[src/bbd_pkg.sv]
// Package with opcodes, field positions and address constants for the branch and bit-clear decoder
package bbd_pkg;

	localparam int PC_W = 21;
	localparam logic [7:0] OP_BRANCH_ON_CARRY = 8'hE2;
	localparam logic [7:0] OP_BRANCH_ON_NEGATIVE = 8'hE6;
	localparam logic [3:0] OP_SINGLE_BIT_CLEAR = 4'h9;
	localparam int BIT_SEL_LSB = 9;
	localparam int ACC_SEL_POS = 8;
	localparam logic [7:0] IDX_LIMIT = 8'h5F;
	localparam logic [7:0] ACCESS_SPLIT = 8'h60;
	localparam logic [3:0] ACCESS_HIGH_BANK = 4'hF;
	localparam logic [PC_W-1:0] PC_RESET = 21'h000000;
	localparam logic [PC_W-1:0] PC_STEP = 21'h000002;

	// Quarter phases of one instruction cycle
	typedef enum logic [3:0]
	{
		PH_Q1 = 4'b0001,
		PH_Q2 = 4'b0010,
		PH_Q3 = 4'b0100,
		PH_Q4 = 4'b1000
	} bbd_phase_t;

	// Data-memory access request for the bit clear
	typedef struct packed
	{
		logic rd;
		logic wr;
		logic [11:0] addr;
		logic [7:0] wdata;
	} bbd_mem_t;

	// Status flags that the branches test
	typedef struct packed
	{
		logic carry;
		logic negative;
	} bbd_flags_t;

endpackage : bbd_pkg

[src/bbd_addr_gen.sv]
// Data address generation for the bit-clear instruction
module bbd_addr_gen
	import bbd_pkg::*;
(
	// Instruction fields
	input wire logic [7:0] file_addr,
	input wire logic acc_sel,
	// Core state
	input wire logic ext_set_en,
	input wire logic [3:0] bank_select_register,
	input wire logic [11:0] index_base,
	// Result
	output logic [11:0] data_addr,
	output logic indexed
);

	wire use_idx;
	wire [11:0] acc_addr;
	wire [11:0] idx_addr;
	wire [11:0] bank_addr;

	// Choice between banked, access bank and indexed forms
	assign use_idx = !acc_sel && ext_set_en && (file_addr <= IDX_LIMIT);
	assign bank_addr = {bank_select_register, file_addr};
	assign acc_addr = (file_addr < ACCESS_SPLIT) ? {4'h0, file_addr} : {ACCESS_HIGH_BANK, file_addr};
	assign idx_addr = index_base + {4'h0, file_addr};
	assign data_addr = acc_sel ? bank_addr : (use_idx ? idx_addr : acc_addr);
	assign indexed = use_idx;

endmodule : bbd_addr_gen

[src/bbd_core.sv]
// Decoder and executor for branch on carry, branch on negative and single bit clear
module bbd_core
	import bbd_pkg::*;
(
	// Clock and reset
	input wire logic clk,
	input wire logic sys_rst,
	// Instruction word, taken at the start of each cycle except the idle cycle after a taken branch
	input wire logic [15:0] instr,
	// Core state
	input wire bbd_flags_t flags,
	input wire logic ext_set_en,
	input wire logic [3:0] bank_select_register,
	input wire logic [11:0] index_base,
	// Data memory read data
	input wire logic [7:0] mem_rdata,
	// Outputs
	output logic [PC_W-1:0] pc,
	output bbd_phase_t phase,
	output bbd_mem_t mem,
	output logic flush,
	output logic instr_done
);

	bbd_phase_t phase_ff, nxt_phase;
	logic [PC_W-1:0] pc_ff, nxt_pc;
	logic [15:0] ir_ff, nxt_ir;
	logic idle_ff, nxt_idle;
	logic taken_ff, nxt_taken;
	logic [7:0] rd_ff, nxt_rd;
	bbd_mem_t mem_ff, nxt_mem;

	wire is_bc;
	wire is_bn;
	wire is_bcf;
	wire cond;
	wire [2:0] bit_sel;
	wire [7:0] clr_mask;
	wire [11:0] data_addr;
	wire [PC_W-1:0] pc_inc;
	wire [PC_W-1:0] pc_target;

	// Twice the signed offset, extended to PC width
	function automatic logic [PC_W-1:0] dbl_off(input logic [7:0] n);
		dbl_off = {{(PC_W-9){n[7]}}, n, 1'b0};
	endfunction : dbl_off

	////////////////////////////////////////////////////////////////
	// Decode
	assign is_bc = !idle_ff && (ir_ff[15:8] == OP_BRANCH_ON_CARRY);
	assign is_bn = !idle_ff && (ir_ff[15:8] == OP_BRANCH_ON_NEGATIVE);
	assign is_bcf = !idle_ff && (ir_ff[15:12] == OP_SINGLE_BIT_CLEAR);
	assign cond = (is_bc && flags.carry) || (is_bn && flags.negative);
	assign bit_sel = ir_ff[BIT_SEL_LSB+2:BIT_SEL_LSB];
	assign clr_mask = ~(8'h01 << bit_sel);
	assign pc_inc = pc_ff + PC_STEP;
	assign pc_target = pc_inc + dbl_off(ir_ff[7:0]);

	bbd_addr_gen u_addr
	(
		.file_addr(ir_ff[7:0]),
		.acc_sel(ir_ff[ACC_SEL_POS]),
		.ext_set_en(ext_set_en),
		.bank_select_register(bank_select_register),
		.index_base(index_base),
		.data_addr(data_addr),
		.indexed()
	);

	////////////////////////////////////////////////////////////////
	// Phase sequencing and per-phase work
	always_comb
	begin
		nxt_phase = phase_ff;
		nxt_pc = pc_ff;
		nxt_ir = ir_ff;
		nxt_idle = idle_ff;
		nxt_taken = taken_ff;
		nxt_rd = rd_ff;
		nxt_mem = '0;
		case (phase_ff)
			PH_Q1:
			begin
				nxt_phase = PH_Q2;
				if (is_bcf)
				begin
					nxt_mem.rd = 1'b1; // Read register f in Q2
					nxt_mem.addr = data_addr;
				end
			end
			PH_Q2:
			begin
				nxt_phase = PH_Q3;
				nxt_rd = mem_rdata;
				nxt_taken = cond;
			end
			PH_Q3:
			begin
				nxt_phase = PH_Q4;
				if (is_bcf)
				begin
					nxt_mem.wr = 1'b1; // Write back in Q4
					nxt_mem.addr = data_addr;
					nxt_mem.wdata = rd_ff & clr_mask;
				end
			end
			PH_Q4:
			begin
				nxt_phase = PH_Q1;
				if (idle_ff)
				begin
					nxt_idle = 1'b0; // Idle cycle over, fetch resumes
					nxt_ir = instr;
				end
				else if (taken_ff)
				begin
					nxt_pc = pc_target;
					nxt_idle = 1'b1; // Second cycle does nothing
				end
				else
				begin
					nxt_pc = pc_inc; // Not taken or bit clear: one cycle
					nxt_ir = instr;
				end
				nxt_taken = 1'b0;
			end
			default:
			begin
				nxt_phase = PH_Q1;
			end
		endcase
	end

	// State registers
	always_ff @(posedge clk)
	begin
		if (sys_rst)
		begin
			phase_ff <= PH_Q4;
			pc_ff <= PC_RESET;
			ir_ff <= 16'h0000;
			idle_ff <= 1'b1;
			taken_ff <= 1'b0;
			rd_ff <= 8'h00;
			mem_ff <= '0;
		end
		else
		begin
			phase_ff <= nxt_phase;
			pc_ff <= nxt_pc;
			ir_ff <= nxt_ir;
			idle_ff <= nxt_idle;
			taken_ff <= nxt_taken;
			rd_ff <= nxt_rd;
			mem_ff <= nxt_mem;
		end
	end

	// Outputs
	assign pc = pc_ff;
	assign phase = phase_ff;
	assign mem = mem_ff;
	assign flush = idle_ff;
	assign instr_done = (phase_ff == PH_Q4) && !taken_ff && !idle_ff;
endmodule : bbd_core

[config.mk]
export PLATFORM = sky130hd
export DESIGN_NAME = bbd_core
export DESIGN_NICKNAME = d
export VERILOG_FILES = /design/src/bbd_pkg.sv /design/src/bbd_addr_gen.sv /design/src/bbd_core.sv
export SDC_FILE = /design/constraint.sdc
export NUM_CORES = 1
export LEC_CHECK = 0
export BUFFER_PORTS_ARGS = -buffer_cell sky130_fd_sc_hd__clkbuf_2
export CAP_MARGIN = 30
export CORE_MARGIN = 2
export CORE_UTILIZATION = 25
export CTS_CLUSTER_DIAMETER = 60
export DETAILED_ROUTE_END_ITERATION = 8
export MAX_ROUTING_LAYER = met4
export PLACE_DENSITY_LB_ADDON = 0.1
export SKIP_CTS_REPAIR_TIMING = 1
export SLEW_MARGIN = 10
export SYNTH_ARGS = -nofsm -noshare
export SYNTH_HDL_FRONTEND = slang
export SYNTH_SLANG_ARGS = --single-unit
[constraint.sdc]
create_clock -name clk -period 3.4 [get_ports clk]
set_input_delay 0.17 -clock clk [delete_from_list [all_inputs] [get_ports clk]]
set_output_delay 0.17 -clock clk [all_outputs]
set_load 0.01 [all_outputs]
# [Word level (Yosys, flattened, before mapping)]
# Index checks and enable logic that the tools add are counted.
[op_classes] addsub=3 order_cmp=2 eq_ne=8 shift=1 mux=14 n_bitwise=6 reduce_logical=19
[op_table] cell="$mux W12" n=4
[op_table] cell="$mux W21" n=2
[op_table] cell="$mux W16" n=2
[op_table] cell="$pmux W12 S2" n=1
[op_table] cell="$add A21 B2 Y21 const B" n=1
[op_table] cell="$add A21 B21 Y21" n=1
[op_table] cell="$eq A8 B8 Y1 const B" n=2
[op_table] cell="$add A12 B8 Y12" n=1
[op_table] cell="$pmux W4 S3" n=1
[op_table] cell="$logic_and A1 B1 Y1" n=9
[op_table] cell="$and A8 B8 Y8" n=1
[op_table] cell="$eq A4 B4 Y1 const B" n=2
[op_table] cell="$le A8 B7 Y1 const B" n=1
[op_table] cell="$lt A8 B7 Y1 const B" n=1
[op_table] cell="$not A8 Y8" n=1
[op_table] cell="$shl A1 B3 Y8 const A" n=1
[op_table] cell="$eq A4 B1 Y1 const B" n=1
[op_table] cell="$eq A4 B2 Y1 const B" n=1
[op_table] cell="$eq A4 B3 Y1 const B" n=1
[op_table] cell="$not A1 Y1" n=4
[op_table] cell="$reduce_and A2 Y1" n=2
[op_table] cell="$reduce_or A2 Y1" n=2
[op_table] cell="$logic_not A1 Y1" n=3
[op_table] cell="$mux W1" n=3
[op_table] cell="other kinds (5)" n=5
[totals] reg_bits=73 out_inout_bits=49 wordCells=63

# [Logic depth before layout (Yosys ltp)]
# Gate-level depths: netlist (run 1).
[depth] ltp_word=7 ltp_mapped=18

# [By module]
# Synthesis (run 1) repeated with hierarchy kept, for this count alone.
[unflattened] hier_cells=611 hier_area_um2=4848.4
[modules_own_cells] module="bbd_core" n_inst=1 cells_each=522 area_each_um2=4200.3
[modules_own_cells] module="bbd_addr_gen" n_inst=1 cells_each=89 area_each_um2=648.1

# [Least setup slack after synthesis (run 1)]
# No wires, ideal clock.
[synth_timing] path_type="register to register" start="register pc_ff[1] (netlist: pc[1])" end="register pc_ff[20] (netlist: pc[20])" setup_ns=0.070 arrival_time_ns=3.528 required_ns=3.330 path_slack_ns=-0.199 stages_incl_launch_ff=19 path_buffers=1 period_less_slack_ns=3.599 path_cell_list="dfxtp_1 ha_1 and3_2 nand2_1 nor3_1 and3_1 nand3_1 xnor2_1 ha_1 clkbuf_1 a21o_1 a21o_1 a21oi_1 nand2b_1 o21ai_1 mux2i_1 xor2_1 or3_1 a21oi_1"
[synth_between] elab_chain_cells=3
[synth_lines] item="from (decl)" line="bbd_core.sv:26" source="logic [PC_W-1:0] pc_ff, nxt_pc;"
[synth_lines] item="from (signal assigned)" line="bbd_core.sv:150" source="pc_ff <= nxt_pc;"
[synth_lines] item="$add A21 B2 Y21 (*)" line="bbd_core.sv:56" source="assign pc_inc = pc_ff + PC_STEP;"
[synth_lines] item="$add A21 B21 Y21" line="bbd_core.sv:57" source="assign pc_target = pc_inc + dbl_off(ir_ff[7:0]);"
[synth_lines] item="$mux W21 (*)" line="bbd_core.sv:115" source="else if (taken_ff)"
# Mark *: on every way between the ends. The rest lies on a longest branch, timed or not.
# A chain may end at the register's enable or synchronous reset.

# [Worst setup path after layout (run 1)]
[layout_timing] start="register pc_ff[5] (netlist: pc[5])" end="register pc_ff[20] (netlist: pc[20])"
# The elaborated chain is that of the path after synthesis.

==> qor_table.md, run 1 <==
| Metric | This run | Unit |
|:---|:---|:---|
| Met1 Use GR | 19.59 | % |
| Cell Pwr Density | 352.4 | nW/um2 |
| Total core area | 17960 | um2 |
| Most used DFF post-synth | sky130_fd_sc_hd__dfxtp_1 | - |
| Port-buffer cells | 92 | - |
| Number of inserted diodes | 0 | - |
| Width of the die | 139.4 | um |
| Cell depth of the worst min-delay path | 3 | - |
| Share of cell area taken by muxes after synthesis | 4.802 | % |
| Clock tree from TritonCTS | built | - |
| Most common cell on crit path | sky130_fd_sc_hd__and3_4 | - |
| Floorplan die area | 19440 | um2 |
| Fin Setup TNS | 0 | ps |
| Number of instances in the placed design | 890 | - |
| Fraction of final layout cells sized beyond drive strength 1 | 26.73 | % |
| Largest driver fanout on the critical path | 4 | - |
| Count of maximum capacitance violations | 0 | - |
| Largest stage delay, worst path | 380 | ps |
| Site Rows | 49 | - |
| Maximum frequency from static timing analysis | 0.2965 | GHz |
| Slew at the pin closest to its max-slew limit | 675.9 | ps |
| Area growth syn-to-layout | 29.03 | % |
| Final net count | 755 | - |
| Data required, critical path | 3680 | ps |
| Part of the Yosys area used for sequential elements | 31.43 | % |
| Cell family with most CP delay | simple AND/OR/NAND/NOR gates | - |
| Via count of the routed design | 4391 | - |
| Relative slew slack | 54.77 | % |
| Reg-to-reg setup timing slack | 30 | ps |
| Count of yosys warnings during synthesis | 0 | - |
| TritonCTS buffer count | 9 | - |
| Kind of critical path | reg -> reg | - |
| Register bit total from synthesis | 72 | - |
| Antenna violations before repair | 0 | - |
| Outcome | completed | - |
| Cell breakdown of the critical path | and3_4 > and3_4 > nand2_4 > nor3_4 > and3_4 > nand3_4 > xnor2_2 > ha_1 > a21o_1 > a21o_1 > a21oi_2 > nand2b_1 > o21ai_2 > mux2i_1 > xor2_1 > or3_1 > a21oi_2 | - |
| Critical path data arrival time | 3650 | ps |
| Final min period | 3372 | ps |
| Post-synth EDFFs | 0 | - |
| Remaining global-route overflow | 0 | - |
| Unrepaired setup endpoints after global routing | true | - |
| Endpoints failing setup | 0 | - |
| Async set-or-reset flop fraction in the synthesized netlist | 0 | % |
| Peak ir drop on the vdd network | 0.0002039 | V |
| Met3 global-route usage | 2.925 | % |
| Depth of the worst register-to-register path | 17 | - |
| Post-synthesis simple-gate area fraction | 20.16 | % |
| Clk Latency, worst-skew pair | 350 | ps |
| Sum of net half-perimeters after detailed placement | 10420 | um |
| H-Tree Depth | 3 | - |
| CP bufs+invs | 0 | - |
| Global routing met2 resource utilization | 22.32 | % |
| Initial core utilization | 25.53 | % |
| Number of different library cells in the post-synthesis netlist | 62 | - |
| Start point of the worst hold path | mem_rdata[7] | - |
| Number of design-rule violations left by the first detailed-router iteration | 223 | - |
| Synth area leader | sky130_fd_sc_hd__dfxtp_1 | - |
| Element type at the critical path start | flip-flop | - |
| Leak | 2.763 | nW |
| Clock buffer depth | 2 | - |
| Root buffer selected by CTS | sky130_fd_sc_hd__clkbuf_16 | - |
| Remaining design rule violation count | 0 | - |
| Wire length after detailed routing | 13830 | um |
| Routed wirelength normalized by instance count | 15.20 | um |
| Number of nets in the synthesized netlist | 640 | - |
| Post-Synth Adder-Cell Area | 9.604 | % |
| Main combinational cell family by area after synthesis | compound AO/OA/AOI/OAI gates | - |
| Area share of the leading cell type in the synthesized netlist | 31.43 | % |
| Worst hold path endpoint | rd_ff[7]$_SDFFE_PP0P_ | - |
| Global-route wire length before repair | 22220 | um |
| Synth Area per Inst | 8.174 | um2 |
| Routed via count divided by cell count | 4.825 | - |
| Post-synthesis instance area | 4586 | um2 |
| Class of the worst hold path | in -> reg | - |
| Top-level I/O count | 94 | - |
| Clock-pin slew reported for the worst setup and hold paths after clock tree synthesis | 60 | ps |
| Cells after Synth | 561 | - |
| Area fraction in compound gates after synthesis | 21.69 | % |
| Most area-consuming cells after synthesis | sky130_fd_sc_hd__dfxtp_1 (31%), sky130_fd_sc_hd__ha_1 (8.7%), sky130_fd_sc_hd__a21oi_1 (6.1%) | - |
| Launch instance of the worst register-to-register path | pc[5]$_SDFFE_PP0P_ | - |
| Height of the die | 139.4 | um |
| Via count of the first global-routing pass | 4246 | - |
| Number of nets with antenna violations after detailed routing | 0 | - |
| GP Congestion | 0.8160 | - |
| Drt first pass iters | 4 | - |
| Final number of hold-violating endpoints | 0 | - |
| Final setup skew | 8.290 | ps |
| End of the worst register-to-register path | pc[20]$_SDFFE_PP0P_ | - |
| Largest net degree at the start of global routing | 51 | - |
| Highest-utilization routing layer at the global route stage | met2 | - |
| CP max-delay cell | sky130_fd_sc_hd__or3_1 | - |
| Cell Count, Final, Fillers Out | 910 | - |
| Clock Sink Count | 72 | - |
| Number of max-slew violations in the final report | 0 | - |
| Synth Area in XOR/XNOR | 8.022 | % |
| Global router's overall resource usage | 14.75 | % |
| Share of the cycle needed by the critical path after routing | 99.19 | % |
| Category of the worst setup path capture point | flip-flop | - |
==> area by class of cell <==
| cell class | count | area (um2) |
|---|---|---|
| clock buffers | 10 | 229.0 |
| clock inverters | 6 | 43.79 |
| fillers | 1915 | 12050 |
| inverters | 22 | 82.58 |
| multi-input cells | 439 | 3054 |
| flip-flops and latches | 72 | 1453 |
| well taps | 229 | 286.5 |
| repair buffers | 132 | 768.2 |
==> where the power goes <==
part           internal, mW  switching (mW)
registers             0.866          0.0299
clock network         0.496           0.389
logic                 0.135           0.170
==> per-stage QoR <==
step | area (um2) | worst slack, ps | power, mW | utilization, % | hold slack, ps
after floorplan | 4636 | 13.69 | 1.108 | - | 306.0
after global placement | 5525 | 83.12 | 1.212 | 30.76 | 398.6
after detailed placement | 5540 | 31.74 | 1.217 | 30.84 | 398.9
after CTS | 5813 | 19.94 | 2.121 | 32.36 | 23.53
after global routing | 5917 | -165.9 | 2.202 | 32.94 | 25.95
final | 5917 | 27.63 | 2.085 | 32.94 | 38.56
==> flip-flops by register name, summed over array words and instances, names as in the netlist <==
register,cells
pc,20
ir_ff,16
flush,1
mem,22
phase,4
taken_ff,1
rd_ff,8
==> layer usage <==
layer | up-vias | share of wire (%) | wire length [um]
met5 | - | 0 | 0
met4 | 0 | 1.7 | 242
met3 | 18 | 4.2 | 578
met2 | 95 | 44 | 6138
met1 | 2036 | 50 | 6869
li1 | 2242 | - | -
==> worst max path at each step <==
| stage | depth (start not counted) | to | from |
|---|---|---|---|
| 2_1_floorplan | 18 | pc[20]$_SDFFE_PP0P_ | pc[3]$_SDFFE_PP0P_ |
| 3_3_place_gp | 17 | pc[20]$_SDFFE_PP0P_ | pc[3]$_SDFFE_PP0P_ |
| 3_5_place_dp | 17 | pc[20]$_SDFFE_PP0P_ | pc[3]$_SDFFE_PP0P_ |
| 4_1_cts | 17 | pc[20]$_SDFFE_PP0P_ | pc[3]$_SDFFE_PP0P_ |
| 5_1_grt | 17 | pc[20]$_SDFFE_PP0P_ | pc[5]$_SDFFE_PP0P_ |
| 6_report | 17 | pc[20]$_SDFFE_PP0P_ | pc[5]$_SDFFE_PP0P_ |
==> Yosys cell counts, types with 2 or more instances <==
library cell,n
sky130_fd_sc_hd__or2_2,2
sky130_fd_sc_hd__a41oi_1,2
sky130_fd_sc_hd__a31oi_1,2
sky130_fd_sc_hd__nor4_1,2
sky130_fd_sc_hd__o211a_1,2
sky130_fd_sc_hd__nor2b_1,2
sky130_fd_sc_hd__nand4_1,3
sky130_fd_sc_hd__clkbuf_1,25
sky130_fd_sc_hd__nand2b_1,4
sky130_fd_sc_hd__nor2_1,58
sky130_fd_sc_hd__a21oi_1,56
sky130_fd_sc_hd__fa_1,2
sky130_fd_sc_hd__a21o_1,8
sky130_fd_sc_hd__nor3_1,10
sky130_fd_sc_hd__o21a_1,3
sky130_fd_sc_hd__a211oi_1,13
sky130_fd_sc_hd__o21ai_0,23
sky130_fd_sc_hd__o2111ai_1,2
sky130_fd_sc_hd__o21ai_1,2
sky130_fd_sc_hd__a221oi_1,8
sky130_fd_sc_hd__and3_2,2
sky130_fd_sc_hd__nand3_1,15
sky130_fd_sc_hd__dfxtp_1,72
sky130_fd_sc_hd__a211o_1,3
sky130_fd_sc_hd__a22oi_1,2
sky130_fd_sc_hd__xnor2_1,24
sky130_fd_sc_hd__ha_1,32
sky130_fd_sc_hd__and4_1,2
sky130_fd_sc_hd__inv_1,22
sky130_fd_sc_hd__or4b_2,2
sky130_fd_sc_hd__mux2i_1,22
sky130_fd_sc_hd__and3_1,8
sky130_fd_sc_hd__o31ai_1,2
sky130_fd_sc_hd__xor2_1,18
sky130_fd_sc_hd__o21bai_1,10
sky130_fd_sc_hd__o311a_1,5
sky130_fd_sc_hd__nand2_1,62
sky130_fd_sc_hd__nor4b_1,5
==> kinds of logic (layout without fill, tap and decap cells) <==
family,count (synthesis),count (layout)
simple gates,187,187
compound gates,153,153
flops,72,72
buf+inv,50,170
xor+xnor,42,42
fa+ha+maj,34,34
mux,22,22
other cells,1,1
==> worst min-delay path, delay by kind of cell <==
family	cells	cell delay (ps)
AND/OR/NAND/NOR	1	40
AO/OA/AOI/OAI	1	50
buffers and inverters	1	80
==> placed cells by master, fill, tap and decap left out, drive strengths merged, types with 17 or more instances in the layout <==
cell type and n:
xor2 18, clkbuf 102, nor2 59, a21oi 56, inv 23, nand2 63
nand3 17, xnor2 24, mux2i 22, buf 40, dfxtp 72, ha 32
o21ai 25
Power figures use the tool's default switching activity.
==> inputs of run 2 (changes only) <==
--- a/config.mk
+++ b/config.mk
@@ -11,6 +11,7 @@
 export CORE_UTILIZATION = 25
 export CTS_CLUSTER_DIAMETER = 60
 export DETAILED_ROUTE_END_ITERATION = 8
+export HOLD_SLACK_MARGIN = 0.12
 export MAX_ROUTING_LAYER = met4
 export PLACE_DENSITY_LB_ADDON = 0.1
 export SKIP_CTS_REPAIR_TIMING = 1
==> run 2 against run 1 <==
  * Power rose by 1.2%
  * Core utilization grew 1.5 points
  * Count of clock-buffer cells in the layout did not move
  * Register-to-register slack hardly changed
  * Cell count is 3.0% higher
  * First-iteration DRC count down 10%
  * Sequential share of layout area fell by 1.1 points
  * Design area is 4.6% higher
  * Clock skew about the same
  * Hold slack improved by 54 ps
  * Largest power group unchanged
  * Routed wire length is 1.7% higher
  * Combinational power grew 8.6%
  * Critical endpoint unchanged
==> qor_table.md, run 2 (synthesized netlist as in run 1, its figures left out) <==
| Metric | This run | Unit | Change |
|:---|:---|:---|:---|
| Outcome | completed | - | unchanged |
| Fill cells | 1896 | - | was 1915 |
| Total core area | 17960 | um2 | unchanged |
| Most frequent cells in the layout | sky130_fd_sc_hd__clkbuf_2 (92), sky130_fd_sc_hd__dfxtp_1 (65), sky130_fd_sc_hd__nand2_1 (61) | - | unchanged |
| Remaining design rule violation count | 0 | - | unchanged |
| Kind of critical path | reg -> reg | - | unchanged |
| Number of design-rule violations left by the first detailed-router iteration | 200 | - | was 223 |
| Footprint of the multi-input gates | 3054 | um2 | unchanged |
| Clock tree from TritonCTS | built | - | unchanged |
| Cell Pwr Density | 341.1 | nW/um2 | was 352.4 nW/um2 |
| TritonCTS buffer count | 9 | - | unchanged |
| Share of the cycle needed by the critical path after routing | 99.20 | % | was 99.19% |
| Final setup skew | 8.171 | ps | was 8.290 ps |
| Number of inserted diodes | 0 | - | unchanged |
| Sum of net half-perimeters after detailed placement | 10420 | um | unchanged |
| Top-level I/O count | 94 | - | unchanged |
| Final-layout worst hold slack | 92.85 | ps | was 38.56 ps |
| Site Rows | 49 | - | unchanged |
| Wire length after detailed routing | 14070 | um | was 13830 um |
| Final min period | 3373 | ps | was 3372 ps |
| Number of max-slew violations in the final report | 0 | - | unchanged |
| Fin util | 34.44 | % | was 32.94% |
| Class of the worst hold path | in -> reg | - | unchanged |
| Critical path data arrival time | 3650 | ps | about the same |
| Clock-pin slew reported for the worst setup and hold paths after clock tree synthesis | 60 | ps | about the same |
| Area growth syn-to-layout | 34.92 | % | was 29.03% |
| Antenna violations before repair | 0 | - | unchanged |
| Clk Latency, worst-skew pair | 350 | ps | about the same |
| Most common cell on crit path | sky130_fd_sc_hd__and3_4 | - | unchanged |
| Floorplan die area | 19440 | um2 | unchanged |
| Relative slew slack | 54.73 | % | was 54.77% |
| Largest stage delay, worst path | 380 | ps | about the same |
| Leak | 2.876 | nW | was 2.763 nW |
| Port-buffer cells | 92 | - | unchanged |
| Clock buffer depth | 2 | - | unchanged |
| Largest driver fanout on the critical path | 4 | - | unchanged |
| Slew at the pin closest to its max-slew limit | 676.5 | ps | was 675.9 ps |
| Global router's overall resource usage | 14.75 | % | unchanged |
| CP max-delay cell | sky130_fd_sc_hd__or3_1 | - | unchanged |
| Largest register FFs | 22 | - | unchanged |
| Width of the die | 139.4 | um | unchanged |
| Number of nets with antenna violations after detailed routing | 0 | - | unchanged |
| Data required, critical path | 3680 | ps | about the same |
| Final net count | 782 | - | was 755 |
| Maximum frequency from static timing analysis | 0.2965 | GHz | about the same |
| Height of the die | 139.4 | um | unchanged |
| Root buffer selected by CTS | sky130_fd_sc_hd__clkbuf_16 | - | unchanged |
| Final number of hold-violating endpoints | 0 | - | unchanged |
| Category of the worst setup path capture point | flip-flop | - | unchanged |
| Count of maximum capacitance violations | 0 | - | unchanged |
| Commonest non-fill, non-tap cell in the layout | sky130_fd_sc_hd__clkbuf_2 | - | unchanged |
| Via count of the first global-routing pass | 4246 | - | unchanged |
| Routed via count divided by cell count | 4.768 | - | was 4.825 |
| GP Congestion | 0.8160 | - | unchanged |
| Drt first pass iters | 5 | - | was 4 |
| Clock Sink Count | 72 | - | unchanged |
| Fraction of final layout cells sized beyond drive strength 1 | 25.71 | % | was 26.73% |
| Cell breakdown of the critical path | and3_4 > and3_4 > nand2_4 > nor3_4 > and3_4 > nand3_4 > xnor2_2 > ha_1 > a21o_1 > a21o_1 > a21oi_2 > nand2b_1 > o21ai_2 > mux2i_1 > xor2_1 > or3_1 > a21oi_2 | - | unchanged |
| Remaining global-route overflow | 0 | - | unchanged |
| Element type at the critical path start | flip-flop | - | unchanged |
| Initial core utilization | 25.53 | % | unchanged |
| Peak ir drop on the vdd network | 0.0002047 | V | was 0.0002039 V |
| Endpoints failing setup | 0 | - | unchanged |
| Largest net degree at the start of global routing | 51 | - | unchanged |
| Routed wirelength normalized by instance count | 15.01 | um | was 15.20 um |
| Global-route wire length before repair | 22220 | um | unchanged |
| H-Tree Depth | 3 | - | unchanged |
| Via count of the routed design | 4468 | - | was 4391 |
| Register cell area after layout | 1453 | um2 | unchanged |
| Unrepaired setup endpoints after global routing | true | - | unchanged |
run 2: where the power goes:
group / internal [mW] / switching, mW / total [mW]
Clock: 0.496 / 0.389 / 0.885
Sequential: 0.866 / 0.0300 / 0.896
Combinational: 0.155 / 0.175 / 0.330
run 2: layer usage:
layer	vias to the layer above	routed length, um	GRT usage (%)
li1	2300	-	-
met1	2060	6956	19.59
met2	94	6270	22.32
met3	14	606	2.925
met4	0	235	5.263
met5	-	0	-
run 2: final cells by class:
class / count / area share [%]
clock buffers: 10 / 3.701
clock inverters: 6 / 0.7078
inverters: 22 / 1.335
multi-input cells: 439 / 49.36
flip-flops and latches: 72 / 23.48
well taps: 229 / 4.631
repair buffers: 159 / 16.78
run 2: final timing paths:
kind | startpoint | endpoint | slack [ps] | cells past startpoint
max | pc[5]$_SDFFE_PP0P_ | pc[20]$_SDFFE_PP0P_ | 30 | 17
min | bank_select_register[1] | mem[17]$_SDFF_PP0_ | 90 | 3
max reg2reg | pc[5]$_SDFFE_PP0P_ | pc[20]$_SDFFE_PP0P_ | 30 | 17
min reg2reg | rd_ff[3]$_SDFFE_PP0P_ | rd_ff[3]$_SDFFE_PP0P_ | 450 | 2
run 2: critical path: cells and delay by family, from the launching register on:
family / cells / cell delay [ps]
xor+xnor: 2 / 260
flops: 1 / 330
fa+ha+maj: 1 / 320
mux: 1 / 230
simple gates: 8 / 1420
compound gates: 5 / 740
run 2: stage by stage:
stage / instance area, um2 / worst slack, ps / cells / setup TNS (ps) / total power [mW]
after floorplan: 4636 / 13.69 / 561 / 0 / 1.108
after global placement: 5525 / 83.12 / 889 / 0 / 1.212
after detailed placement: 5540 / 31.74 / 890 / 0 / 1.217
after CTS: 5813 / 19.94 / 906 / 0 / 2.121
after global routing: 6187 / -165.9 / 937 / -174.5 / 2.229
final: 6187 / 27.34 / 937 / 0 / 2.111
==> inputs of run 3 (changes only) <==
--- a/config.mk
+++ b/config.mk
@@ -14,6 +14,8 @@
 export HOLD_SLACK_MARGIN = 0.12
 export MAX_ROUTING_LAYER = met4
 export PLACE_DENSITY_LB_ADDON = 0.1
+export RECOVER_POWER = 100
+export REMOVE_ABC_BUFFERS = 1
 export SKIP_CTS_REPAIR_TIMING = 1
 export SLEW_MARGIN = 10
 export SYNTH_ARGS = -nofsm -noshare
==> run 3 against run 2 <==
  * Clock power rose by 11%
  * Register-to-register slack improved by 70 ps
  * Cell count rose by 0.32%
  * Via count rose by 0.85%
  * Fmax rose by 2.1%
  * First-iteration DRC count rose by 14%
  * Non-clock buffer count rose by 4
  * Critical path depth did not move
  * Die area did not move
  * Power rose by 4.7%
  * Design area rose by 0.44%
  * Routed wire length rose by 1.5%
  * Highest routed layer unchanged
==> qor_table.md, run 3 (synthesized netlist as in run 1, its figures left out) <==
| Metric | This run | Unit | Change |
|:---|:---|:---|:---|
| Number of instances in the placed design | 897 | - | was 890 |
| DP Worst Slack | -36.81 | ps | was 31.74 ps |
| Largest driver fanout on the critical path | 3 | - | was 4 |
| Fraction of final layout cells sized beyond drive strength 1 | 23.07 | % | was 25.71% |
| Largest net degree at the start of global routing | 51 | - | unchanged |
| Initial core utilization | 25.53 | % | unchanged |
| Routed via count divided by cell count | 4.794 | - | was 4.768 |
| Element type at the critical path start | flip-flop | - | unchanged |
| Fill cells | 1898 | - | was 1896 |
| Number of max-slew violations in the final report | 0 | - | unchanged |
| Drt first pass iters | 5 | - | unchanged |
| GP Congestion | 0.8274 | - | was 0.8160 |
| Smallest setup slack after layout | 95.98 | ps | was 27.34 ps |
| Register cell area after layout | 1444 | um2 | was 1453 um2 |
| Maximum frequency from static timing analysis | 0.3027 | GHz | was 0.2965 GHz |
| Kind of critical path | reg -> reg | - | unchanged |
| Cell Count, Final, Fillers Out | 940 | - | was 937 |
| Number of nets with antenna violations after detailed routing | 0 | - | unchanged |
| Remaining global-route overflow | 0 | - | unchanged |
| Count of maximum capacitance violations | 0 | - | unchanged |
| Cell Pwr Density | 355.7 | nW/um2 | was 341.1 nW/um2 |
| Final min period | 3304 | ps | was 3373 ps |
| Site Rows | 49 | - | unchanged |
| Clk Latency, worst-skew pair | 340 | ps | was 350 ps |
| Port-buffer cells | 92 | - | unchanged |
| Class of the worst hold path | in -> reg | - | unchanged |
| Floorplan die area | 19440 | um2 | unchanged |
| Final setup skew | 9.635 | ps | was 8.171 ps |
| Height of the die | 139.4 | um | unchanged |
| Leak | 2.824 | nW | was 2.876 nW |
| Start point of the worst hold path | instr[13] | - | was bank_select_register[1] |
| Final number of hold-violating endpoints | 0 | - | unchanged |
| TritonCTS buffer count | 9 | - | unchanged |
| Outcome | completed | - | unchanged |
| Clock buffer depth | 2 | - | unchanged |
| Remaining design rule violation count | 0 | - | unchanged |
| Global router's overall resource usage | 15.26 | % | was 14.75% |
| H-Tree Depth | 3 | - | unchanged |
| Launch instance of the worst register-to-register path | pc[5]$_SDFFE_PP0P_ | - | unchanged |
| Antenna violations before repair | 0 | - | unchanged |
| Total core area | 17960 | um2 | unchanged |
| Clock-pin slew reported for the worst setup and hold paths after clock tree synthesis | 60 | ps | about the same |
| Critical path data arrival time | 3580 | ps | was 3650 ps |
| Width of the die | 139.4 | um | unchanged |
| Via count of the routed design | 4506 | - | was 4468 |
| Total power of the final layout | 2.210 | mW | was 2.111 mW |
| Reg-to-reg setup timing slack | 100 | ps | was 30 ps |
| Wire length after detailed routing | 14280 | um | was 14070 um |
| Share of the cycle needed by the critical path after routing | 97.18 | % | was 99.20% |
| Largest register FFs | 22 | - | unchanged |
| Routed wirelength normalized by instance count | 15.19 | um | was 15.01 um |
| Peak ir drop on the vdd network | 0.0001862 | V | was 0.0002047 V |
| Slew at the pin closest to its max-slew limit | 646.6 | ps | was 676.5 ps |
| Footprint of the multi-input gates | 3063 | um2 | was 3054 um2 |
| Number of inserted diodes | 0 | - | unchanged |
| Unrepaired setup endpoints after global routing | true | - | unchanged |
| Category of the worst setup path capture point | flip-flop | - | unchanged |
| Most frequent cells in the layout | sky130_fd_sc_hd__dfxtp_1 (70), sky130_fd_sc_hd__clkbuf_2 (68), sky130_fd_sc_hd__nand2_1 (60) | - | was sky130_fd_sc_hd__clkbuf_2 (92), sky130_fd_sc_hd__dfxtp_1 (65), sky130_fd_sc_hd__nand2_1 (61) |
| Worst setup path start | pc[5]$_SDFFE_PP0P_ | - | unchanged |
| Data required, critical path | 3680 | ps | about the same |
| Clock tree from TritonCTS | built | - | unchanged |
| Instance area after placement | 5557 | um2 | was 5540 um2 |
| Number of design-rule violations left by the first detailed-router iteration | 229 | - | was 200 |
| Relative slew slack | 56.73 | % | was 54.73% |
| Commonest non-fill, non-tap cell in the layout | sky130_fd_sc_hd__dfxtp_1 | - | was sky130_fd_sc_hd__clkbuf_2 |
| Area of all placed cells without fillers | 6215 | um2 | was 6187 um2 |
| Global-route wire length before repair | 23320 | um | was 22220 um |
| Endpoints failing setup | 0 | - | unchanged |
| Sum of net half-perimeters after detailed placement | 10670 | um | was 10420 um |
| Clock Sink Count | 72 | - | unchanged |
| Final net count | 786 | - | was 782 |
| Root buffer selected by CTS | sky130_fd_sc_hd__clkbuf_16 | - | unchanged |
| Top-level I/O count | 94 | - | unchanged |
| Area growth syn-to-layout | 35.53 | % | was 34.92% |
| Via count of the first global-routing pass | 4457 | - | was 4246 |
[run 3: per-layer routing]
layer	up-vias	share of wire, %	track usage (%)
li1	2298	-	-
met1	2110	50	20.09
met2	89	46	23.63
met3	9	3.7	2.856
met4	0	1.1	4.997
met5	-	0	-
[run 3: final timing paths]
| path | to | depth (start not counted) |
|---|---|---|
| hold reg to reg | mem[1]$_SDFF_PP0_ | 1 |
| setup reg to reg | pc[20]$_SDFFE_PP0P_ | 17 |
| setup / recovery | pc[20]$_SDFFE_PP0P_ | 17 |
| hold / removal | ir_ff[13]$_SDFFE_PP0P_ | 3 |
[run 3: report_power, final]
part	internal (mW)	switching (mW)	leakage, nW
sequential	0.866	0.0297	0.585
clock	0.605	0.378	0.144
combinational	0.153	0.179	2.10
total	1.62	0.586	2.82
[run 3: worst max-delay path, cell delays in order, from the launching register on]
cell                       delay, ps
sky130_fd_sc_hd__dfxtp_2         330
sky130_fd_sc_hd__and3_4          210
sky130_fd_sc_hd__and3_4          200
sky130_fd_sc_hd__nand2_2          50
sky130_fd_sc_hd__nor3_2          220
sky130_fd_sc_hd__and3_4          220
sky130_fd_sc_hd__nand3_2          90
sky130_fd_sc_hd__xnor2_1         150
sky130_fd_sc_hd__ha_1            310
sky130_fd_sc_hd__a21o_1          170
sky130_fd_sc_hd__a21o_1          180
sky130_fd_sc_hd__a21oi_2         150
sky130_fd_sc_hd__nand2b_1         80
sky130_fd_sc_hd__o21ai_2         120
sky130_fd_sc_hd__mux2i_1         230
sky130_fd_sc_hd__xor2_1          100
sky130_fd_sc_hd__or3_1           320
sky130_fd_sc_hd__a21oi_2         130
[run 3: metrics by stage]
stage               hold WS, ps  utilization, %  TNS, ps
floorplan                 239.1               -   -134.5
global placement          397.7           30.85   -5.513
detailed placement        398.1           30.93   -36.81
CTS                       34.82           32.64   -43.79
global route              123.9           34.60   -47.57
finish                    76.41           34.60        0
[run 3: final cells by class]
class,count,share of cell area (%)
Timing Repair Buffer,163,16.61
Sequential cell,72,23.23
Clock buffer,11,4.067
Clock inverter,4,0.8657
Multi-Input combinational cell,439,49.29
Inverter,22,1.329
Tap cell,229,4.610
